**src/rtl/pll_ctrl_pkg.sv**
```systemverilog
// Constants shared by the loop divider and lock control logic.
// Assumes a single reference-rate system clock and no register bus.
package pll_ctrl_pkg;

	// Divider field widths
	localparam int NDIV_W = 8;
	localparam int MDIV_W = 15;
	localparam int PDIV_W = 5;

	// Lock detection
	localparam int LOCK_GOOD_RUN   = 8;
	localparam int LOCK_CNT_W      = 4;
	localparam int PHASE_W         = 16;
	localparam logic [15:0] PHASE_LIMIT_RST = 16'h0004;

	// Settle wait software uses when lock cannot be trusted
	localparam int CLK_MHZ         = 125;
	localparam int SETTLE_WAIT_MS  = 6;
	localparam int SETTLE_CYCLES   = SETTLE_WAIT_MS * 1000 * CLK_MHZ;

	// Reset values
	localparam logic [7:0]  NCODE_RST = 8'h00;
	localparam logic [14:0] MCODE_RST = 15'h0000;
	localparam logic [4:0]  PCODE_RST = 5'h00;

endpackage

```
**src/rtl/pll_div_counter.sv**
```systemverilog
// Programmable clock-enable divider with encoded ratio.
// Assumes its enable input and clear arrive synchronous to clk_sys.
`timescale 1ns/10ps
module pll_div_counter #(
	parameter int W = 8
) (
	// Clock and reset
	input  wire logic         clk_sys,
	input  wire logic         reset_n,
	input  wire logic         divClear,
	// Input events and encoded ratio
	input  wire logic         inTick,
	input  wire logic [W-1:0] ratioCode,
	// Divided event
	output logic              outTick
);

	logic [W-1:0] count_reg;

	// Encoded ratio: code c divides by c+1, all ones is the top ratio
	always_ff @(posedge clk_sys or negedge reset_n) begin
		if (!reset_n) begin
			count_reg <= '0;
			outTick   <= 1'b0;
		end else if (divClear) begin
			count_reg <= '0;
			outTick   <= 1'b0;
		end else begin
			outTick <= 1'b0;
			if (inTick) begin
				if (count_reg >= ratioCode) begin
					count_reg <= '0;
					outTick   <= 1'b1;
				end else begin
					count_reg <= count_reg + 1'b1;
				end
			end
		end
	end

endmodule

```
**src/rtl/pll_divider_lock_control.sv**
```systemverilog
// Loop dividers and lock detector of the system phase-locked loop.
// Assumes oscillator and reference edges arrive as clk_sys-synchronous
// ticks and that the analog error path lies outside.
// Functional notes
// - Pre-divider divides reference by 1 to 256
// - Feedback divides by M or 2M
// - Post-divider passes through or divides by 2P
// - All ratios loaded as encoded settings
// - Feedback and reference compared for phase error
// - Lock rises after more than seven good periods
// - One bad measurement clears count and lock
// - Power-down holds dividers reset, lock low
// - Resume with new values, relock before flag
`timescale 1ns/10ps
module pll_divider_lock_control #(
	parameter int NW = pll_ctrl_pkg::NDIV_W,
	parameter int MW = pll_ctrl_pkg::MDIV_W,
	parameter int PW = pll_ctrl_pkg::PDIV_W
) (
	// Clock and reset
	input  wire logic          clk_sys,
	input  wire logic          reset_n,
	// Control
	input  wire logic          loopPowerdownBit,
	input  wire logic [NW-1:0] preDivCode,
	input  wire logic [MW-1:0] fbDivCode,
	input  wire logic          fbDoubleSel,
	input  wire logic          postDivBypass,
	input  wire logic [PW-1:0] postDivCode,
	input  wire logic [15:0]   lockCriterion,
	// Clock event ticks
	input  wire logic          refTick,
	input  wire logic          oscTick,
	// Results
	output logic               pfdRefTick,
	output logic               pfdFbTick,
	output logic               pfdUp,
	output logic               pfdDown,
	output logic               outTick,
	output logic               lockFlag
);

	logic          divClear;
	logic          refDiv;
	logic          fbPre;
	logic          fbHalf_reg;
	logic          fbDiv;
	logic          postDiv;
	logic          postHalf_reg;
	logic [15:0]   phase_reg;
	logic          waitFb_reg;
	logic [pll_ctrl_pkg::LOCK_CNT_W-1:0] good_reg;

	assign divClear = loopPowerdownBit;

	AST_PD_CLEAR: assert property (@(posedge clk_sys)
		disable iff (!reset_n)
		divClear |=> good_reg == '0 && !outTick && !pfdUp)
		else $error("dividers not held in power-down");

	// Pre-divider, code n gives ratio n+1
	pll_div_counter #(.W(NW)) uPre (
		.clk_sys  (clk_sys),
		.reset_n  (reset_n),
		.divClear (divClear),
		.inTick   (refTick),
		.ratioCode(preDivCode),
		.outTick  (refDiv)
	);

	AST_PRE: assert property (@(posedge clk_sys)
		disable iff (!reset_n)
		refDiv && preDivCode == '0 && !divClear && $stable(preDivCode)
		&& refTick |=> refDiv)
		else $error("pre-divider ratio one wrong");

	// Feedback divider by M
	pll_div_counter #(.W(MW)) uFb (
		.clk_sys  (clk_sys),
		.reset_n  (reset_n),
		.divClear (divClear),
		.inTick   (oscTick),
		.ratioCode(fbDivCode),
		.outTick  (fbPre)
	);

	// Post-divider by P before the final halving
	pll_div_counter #(.W(PW)) uPost (
		.clk_sys  (clk_sys),
		.reset_n  (reset_n),
		.divClear (divClear),
		.inTick   (oscTick),
		.ratioCode(postDivCode),
		.outTick  (postDiv)
	);

	// Optional extra halving in the feedback path
	always_ff @(posedge clk_sys or negedge reset_n) begin
		if (!reset_n) begin
			fbHalf_reg <= 1'b0;
		end else if (divClear) begin
			fbHalf_reg <= 1'b0;
		end else if (fbPre && fbDoubleSel) begin
			fbHalf_reg <= ~fbHalf_reg;
		end
	end
	assign fbDiv = fbPre && (!fbDoubleSel || fbHalf_reg);

	AST_FB_DOUBLE: assert property (@(posedge clk_sys)
		disable iff (!reset_n)
		!divClear && fbDoubleSel && fbPre && !fbHalf_reg
		|=> fbHalf_reg && !pfdFbTick)
		else $error("feedback halving skipped");

	// Post-divider halving and output select
	always_ff @(posedge clk_sys or negedge reset_n) begin
		if (!reset_n) begin
			postHalf_reg <= 1'b0;
			outTick      <= 1'b0;
		end else if (divClear) begin
			postHalf_reg <= 1'b0;
			outTick      <= 1'b0;
		end else begin
			if (postDiv) begin
				postHalf_reg <= ~postHalf_reg;
			end
			if (postDivBypass) begin
				outTick <= oscTick;
			end else begin
				outTick <= postDiv && postHalf_reg;
			end
		end
	end

	AST_BYPASS: assert property (@(posedge clk_sys)
		disable iff (!reset_n)
		!divClear && postDivBypass |=> outTick == $past(oscTick))
		else $error("post bypass wrong");

	// Phase-frequency detector direction pulses
	always_ff @(posedge clk_sys or negedge reset_n) begin
		if (!reset_n) begin
			pfdRefTick <= 1'b0;
			pfdFbTick  <= 1'b0;
			pfdUp      <= 1'b0;
			pfdDown    <= 1'b0;
		end else if (divClear) begin
			pfdRefTick <= 1'b0;
			pfdFbTick  <= 1'b0;
			pfdUp      <= 1'b0;
			pfdDown    <= 1'b0;
		end else begin
			pfdRefTick <= refDiv;
			pfdFbTick  <= fbDiv;
			pfdUp      <= refDiv && !fbDiv;
			pfdDown    <= fbDiv && !refDiv;
		end
	end

	AST_PFD: assert property (@(posedge clk_sys)
		disable iff (!reset_n)
		!divClear && refDiv && !fbDiv |=> pfdUp && !pfdDown)
		else $error("detector direction wrong");

	// Phase error from reference edge to next feedback edge
	always_ff @(posedge clk_sys or negedge reset_n) begin
		if (!reset_n) begin
			phase_reg  <= 16'h0000;
			waitFb_reg <= 1'b0;
		end else if (divClear) begin
			phase_reg  <= 16'h0000;
			waitFb_reg <= 1'b0;
		end else if (refDiv) begin
			phase_reg  <= 16'h0000;
			waitFb_reg <= !fbDiv;
		end else if (waitFb_reg) begin
			if (fbDiv) begin
				waitFb_reg <= 1'b0;
			end else if (phase_reg != 16'hFFFF) begin
				phase_reg <= phase_reg + 16'h0001;
			end
		end
	end

	// Judgement at each reference period
	logic measBad;
	assign measBad = refDiv && (waitFb_reg || phase_reg > lockCriterion);

	// Consecutive good counter
	always_ff @(posedge clk_sys or negedge reset_n) begin
		if (!reset_n) begin
			good_reg <= '0;
		end else if (divClear) begin
			good_reg <= '0;
		end else if (measBad) begin
			good_reg <= '0;
		end else if (refDiv &&
			good_reg != pll_ctrl_pkg::LOCK_CNT_W'(pll_ctrl_pkg::LOCK_GOOD_RUN)) begin
			good_reg <= good_reg + 1'b1;
		end
	end

	AST_SAT: assert property (@(posedge clk_sys)
		disable iff (!reset_n)
		good_reg <= pll_ctrl_pkg::LOCK_CNT_W'(pll_ctrl_pkg::LOCK_GOOD_RUN))
		else $error("good counter overran");

	// Lock flag
	always_ff @(posedge clk_sys or negedge reset_n) begin
		if (!reset_n) begin
			lockFlag <= 1'b0;
		end else if (divClear || measBad) begin
			lockFlag <= 1'b0;
		end else begin
			lockFlag <= good_reg ==
				pll_ctrl_pkg::LOCK_CNT_W'(pll_ctrl_pkg::LOCK_GOOD_RUN);
		end
	end

	AST_PD_NO_LOCK: assert property (@(posedge clk_sys)
		disable iff (!reset_n)
		loopPowerdownBit |=> !lockFlag)
		else $error("lock high during power-down");
	AST_BAD_DROPS: assert property (@(posedge clk_sys)
		disable iff (!reset_n)
		measBad |=> !lockFlag && good_reg == '0)
		else $error("bad phase did not drop lock");
	AST_RISE_NEEDS_RUN: assert property (@(posedge clk_sys)
		disable iff (!reset_n)
		$rose(lockFlag) |-> $past(good_reg) ==
			pll_ctrl_pkg::LOCK_CNT_W'(pll_ctrl_pkg::LOCK_GOOD_RUN))
		else $error("lock rose without good run");

endmodule

```
**config.mk**
```make
export PLATFORM = sky130hd
export DESIGN_NAME = pll_divider_lock_control
export DESIGN_NICKNAME = d
export VERILOG_FILES = /design/src/rtl/pll_ctrl_pkg.sv /design/src/rtl/pll_div_counter.sv /design/src/rtl/pll_divider_lock_control.sv
export SDC_FILE = /design/constraint.sdc
export NUM_CORES = 1
export LEC_CHECK = 0
export ABC_AREA = 1
export ABC_CLOCK_PERIOD_IN_PS = 2500
export BUFFER_PORTS_ARGS = -buffer_cell sky130_fd_sc_hd__buf_4
export CORE_UTILIZATION = 59
export CTS_CLUSTER_SIZE = 25
export DETAILED_ROUTE_END_ITERATION = 10
export PLACE_DENSITY = 0.83
export SLEW_MARGIN = 30
export SYNTH_ARGS = -nofsm -noshare
export SYNTH_HDL_FRONTEND = slang
export SYNTH_SLANG_ARGS = --single-unit
```
**constraint.sdc**
```tcl
create_clock -name clk_sys -period 2.5 [get_ports clk_sys]
set_clock_uncertainty 0.2 [all_clocks]
set_input_delay 0.375 -clock clk_sys [delete_from_list [all_inputs] [get_ports clk_sys]]
set_output_delay 0.375 -clock clk_sys [all_outputs]
set_load 0.03 [all_outputs]
```
==> results by stage <==
Drt:
- The count of TritonRoute iterations in the first routing pass is 5.
- The count of vias placed by the detailed router is 4163.
- The number of vias per cell is 5.38.
- The wire length on met1 is 4490 um.
- The highest layer touched by signal routing is met4.
- The total detailed-routing wirelength is 10200 um.
- The detail route stage leaves a number of antenna-violating nets equal to 0.
- The starting DRC count in detailed routing is 208.
- After detailed routing, the met2 layer carries 5100 um of wire.
- The post-detailed-route DRC marker count is 0.
- Dividing the detail-routed wire length by the instance count gives 13.2 um.
- Summed over all nets, wire length on met3 after detailed routing comes to 492 um.

Setup path:
- The reg2reg setup slack is 330 ps.
- For this run, the slowest stage of the critical path takes 460 ps.
- The worst endpoint data arrival time is 2250 ps.
- In this run the critical register-to-register path is launched from uFb.count_reg[4]$_DFFE_PN0P_.
- The slowest cell on the critical path is sky130_fd_sc_hd__dfrtp_1.
- The startpoint type of the worst setup path is a flip-flop.
- The critical path goes through ha_1, a21oi_1, nor2_1, nor2_1, nand3_1, nand2_1, nand3_1, nor2_1, nand2_1, nand2_1.
- The setup path with the least slack is of type flip-flop to flip-flop.
- The worst reg2reg path depth is 10.
- Along the worst path, the maximum fanout reaches 7.
- The worst register-to-register path ends at uFb.count_reg[13]$_DFFE_PN0P_.
- The data required time of the critical path is 2580 ps.
- The kind of end point of the critical path is a flip-flop.

Cells and area:
- The finished layout holds 774 standard cells, fillers aside.
- Cells fill 71.6% of the core in the end.
- The fraction of layout cells with a size suffix above 1 is 13.6%.
- At the end of the flow, the number of nets in the layout was 771.
- Summing all non-filler instances in the final layout gives an area of 5200 sq um.
- From synthesis to final layout, the design area changed by 17.2%.
- The repair_antennas step left the layout with diodes totalling 0.
- The register with the most flip-flops in the layout has 16 of them.
- Fill cells in the final layout number 602.

Synthesis:
- By count the netlist is led by 134 x sky130_fd_sc_hd__nand2_1, 121 x sky130_fd_sc_hd__inv_1, 60 x sky130_fd_sc_hd__dfrtp_1.
- The main flop type after synthesis is sky130_fd_sc_hd__dfrtp_1.
- The post-synth design cell area is 4430 sq um.
- In this run the biggest area consumer among cell types represents 33.9% of the synthesized area.
- The number of different library cells in the post-synthesis netlist is 34.
- The share of synthesized area occupied by flip-flops and latches is 33.9%.
- Of all cell types, the one taking the most synthesized area is sky130_fd_sc_hd__dfrtp_1.
- After synthesis, the cell types taking the most area are sky130_fd_sc_hd__dfrtp_1 34%, sky130_fd_sc_hd__ha_1 14%, sky130_fd_sc_hd__nand2_1 11%, sky130_fd_sc_hd__inv_1 10%, sky130_fd_sc_hd__nand3_1 4.2%.
- In this run, synthesis produced a sequential element count of 60.
- The library cell with the highest instance count after synthesis is sky130_fd_sc_hd__nand2_1.
- The fraction of registers with async set/reset is 100%.
- The number of enable flip-flop cells after synthesis is 0.
- The instance count of the mapped netlist is 606.
- The post-synthesis net count is 707.
- The average size of a mapped cell is 7.32 sq um.
- During synthesis, Yosys emitted a total of 0 warnings.

STA:
- At the pin with the least slew margin, the transition time is 789 ps.
- The share of the cycle needed by the critical path after routing is 86.8%.
- The number of pins exceeding their max-slew limit in the final report was 0.
- The final hold violation count was 0.
- Setup repair after global routing left no endpoint under its margin.
- For the final routed database, the setup TNS stands at 0 ps.
- Headroom to the max-slew limit came out at 47.4%.
- Setup violations remaining at the end of the flow were counted as 0.
- On the final layout, the worst hold slack is 32.6 ps.
- The top achievable clock speed is 461 MHz.
- Counting I/O delays and the setup requirement, the final critical path takes 2170 ps.

Floorplan:
- 57 I/O pins were placed.
- The effective utilization at floorplan is 61.1%.
- After floorplanning, the core was sized to cover 7250 sq um.
- The die footprint is 7860 sq um.
- The vertical die dimension is 88.7 um.
- The die span in x is 88.7 um.
- The standard-cell row count is 31.

CTS:
- The maximum level of the CTS H-tree is 3.
- The number of buffers inserted to repair setup after CTS is 0.
- The latest clock arrival within the worst-skew pair is 340 ps.
- The buffer levels on the longest clock path is 2.
- The tree built by TritonCTS fans out to 60 sinks.
- In this run, post-CTS repair resized a total of 0 instances.
- Clock-pin slew was measured on the worst setup and hold paths at 70 ps.
- The total CTS buffers is 9.
- TritonCTS built the clock tree.
- Clock tree synthesis selected as its root buffer the cell sky130_fd_sc_hd__clkbuf_8.
- The number of hold-repair buffers added at the cts stage is 1.

Power and ir drop:
- Sequential cells account for 44.5% of the total power.
- Dividing total power by cell area gives a power density of 429 nW/um^2.
- The peak supply drop is 0.263 mV.
- The net switching component of the power is 0.000556 W.
- The net switching share of the total power is 24.9%.
- For this design the static power due to leakage is 2.81 nW.
- The internal portion of the total power is 0.00167 W.
- Combinational logic is responsible for 10.7% of the overall power.
- In this run, the clock network consumes 44.7% of the power.

Placement:
- The total placed cells including tap cells is 757.
- The weighted congestion reported at the end of routability-driven placement is 0.898.
- The detailed placement HPWL is 7690 um.
- Once placement finished, the instance area stood at 4960 sq um.
- The number of buffer cells added on primary ports is 56.

Hold path:
- For hold timing, the worst endpoint is outTick$_DFF_PN0_.
- The depth of the worst hold-timing path is 2.
- The path category of the worst min-delay check is input port to flip-flop.
- In this run the most critical hold path is launched from postDivBypass.

Global route:
- After global routing the overflow that remains totals 0.
- The global-route usage over all layers is 27.7%.
- The global-route wire length before repair is 16900 um.
- The number of global-route vias before repair was 4026.
- The number of antenna violations at the first check in global routing is 0.
- The maximum number of pins on one net before global-route repair is 61.

Run status:
- The run finished with clean final reports.

Flow run:
- The max-cap check violation count is 0.
-- how the worst max path moves through the flow --
| stage | to | from | cells past startpoint | slack, ps |
|---|---|---|---|---|
| 2_1_floorplan | phase_reg[2]$_DFFE_PN0P_ | phase_reg[0]$_DFFE_PN0P_ | 11 | 650 |
| 3_3_place_gp | uFb.count_reg[1]$_DFFE_PN0P_ | fbDivCode[13] | 12 | 410 |
| 3_5_place_dp | uFb.count_reg[13]$_DFFE_PN0P_ | fbDivCode[13] | 12 | 280 |
| 4_1_cts | phase_reg[8]$_DFFE_PN0P_ | phase_reg[0]$_DFFE_PN0P_ | 11 | 350 |
| 5_1_grt | phase_reg[8]$_DFFE_PN0P_ | phase_reg[0]$_DFFE_PN0P_ | 11 | 120 |
| 6_report | uFb.count_reg[13]$_DFFE_PN0P_ | uFb.count_reg[4]$_DFFE_PN0P_ | 10 | 330 |
-- cell type report --
cell class / instances / area (sq um) / area share [%]
sequential: 60 / 1500 / 28.9
tap: 99 / 124 / 2.38
clock inverter: 6 / 87.6 / 1.69
inverter: 121 / 454 / 8.74
timing repair buffer: 61 / 460 / 8.86
multi-input combinational: 417 / 2430 / 46.8
clock buffer: 10 / 138 / 2.65
-- cell usage in the layout, fill, tap and decap left out, types with 22 or more instances in the layout --
master	synthesis	layout
sky130_fd_sc_hd__nor2_1	46	46
sky130_fd_sc_hd__nand2_1	134	134
sky130_fd_sc_hd__a21oi_1	25	25
sky130_fd_sc_hd__inv_1	121	121
sky130_fd_sc_hd__dfrtp_1	60	60
sky130_fd_sc_hd__buf_4	0	60
sky130_fd_sc_hd__o22ai_1	22	22
sky130_fd_sc_hd__nand3_1	37	37
sky130_fd_sc_hd__ha_1	50	50
sky130_fd_sc_hd__nor3_1	23	23
-- kinds of logic after synthesis --
family | share of synthesized area, %
buf+inv | 11.3
flops | 33.9
simple gates | 26.9
fa+ha+maj | 14.1
xor+xnor | 2.77
compound gates | 11.1
-- worst max-delay path: cells and delay by family, from the launching register on --
family	cells	cell delay (ps)
adder cells (fa/ha/maj)	1	350
flip-flops	1	460
AO/OA/AOI/OAI	1	150
AND/OR/NAND/NOR	8	950
-- routing by layer --
layer  vias up  track usage [%]
li1       2106                -
met1      1921             32.9
met2       126             50.0
met3        10             6.06
met4         0             8.50
met5         -                0
-- stage by stage --
stage	power [W]	setup slack (ps)
floorplan	0.00113	646
global placement	0.00124	414
detailed placement	0.00125	283
CTS	0.00224	348
global route	0.00232	121
finish	0.00223	331
-- power groups by stage --
stage / Combinational [W] / Clock [W] / Sequential, W
floorplan: 0.000123 / 0 / 0.00101
global placement: 0.000226 / 0 / 0.00101
detailed placement: 0.000239 / 0 / 0.00101
global route: 0.000277 / 0.00105 / 0.000992
finish: 0.000239 / 0.000996 / 0.000992
CTS: 0.000241 / 0.00100 / 0.000992
No activity file was read; power rests on OpenSTA's default activity.
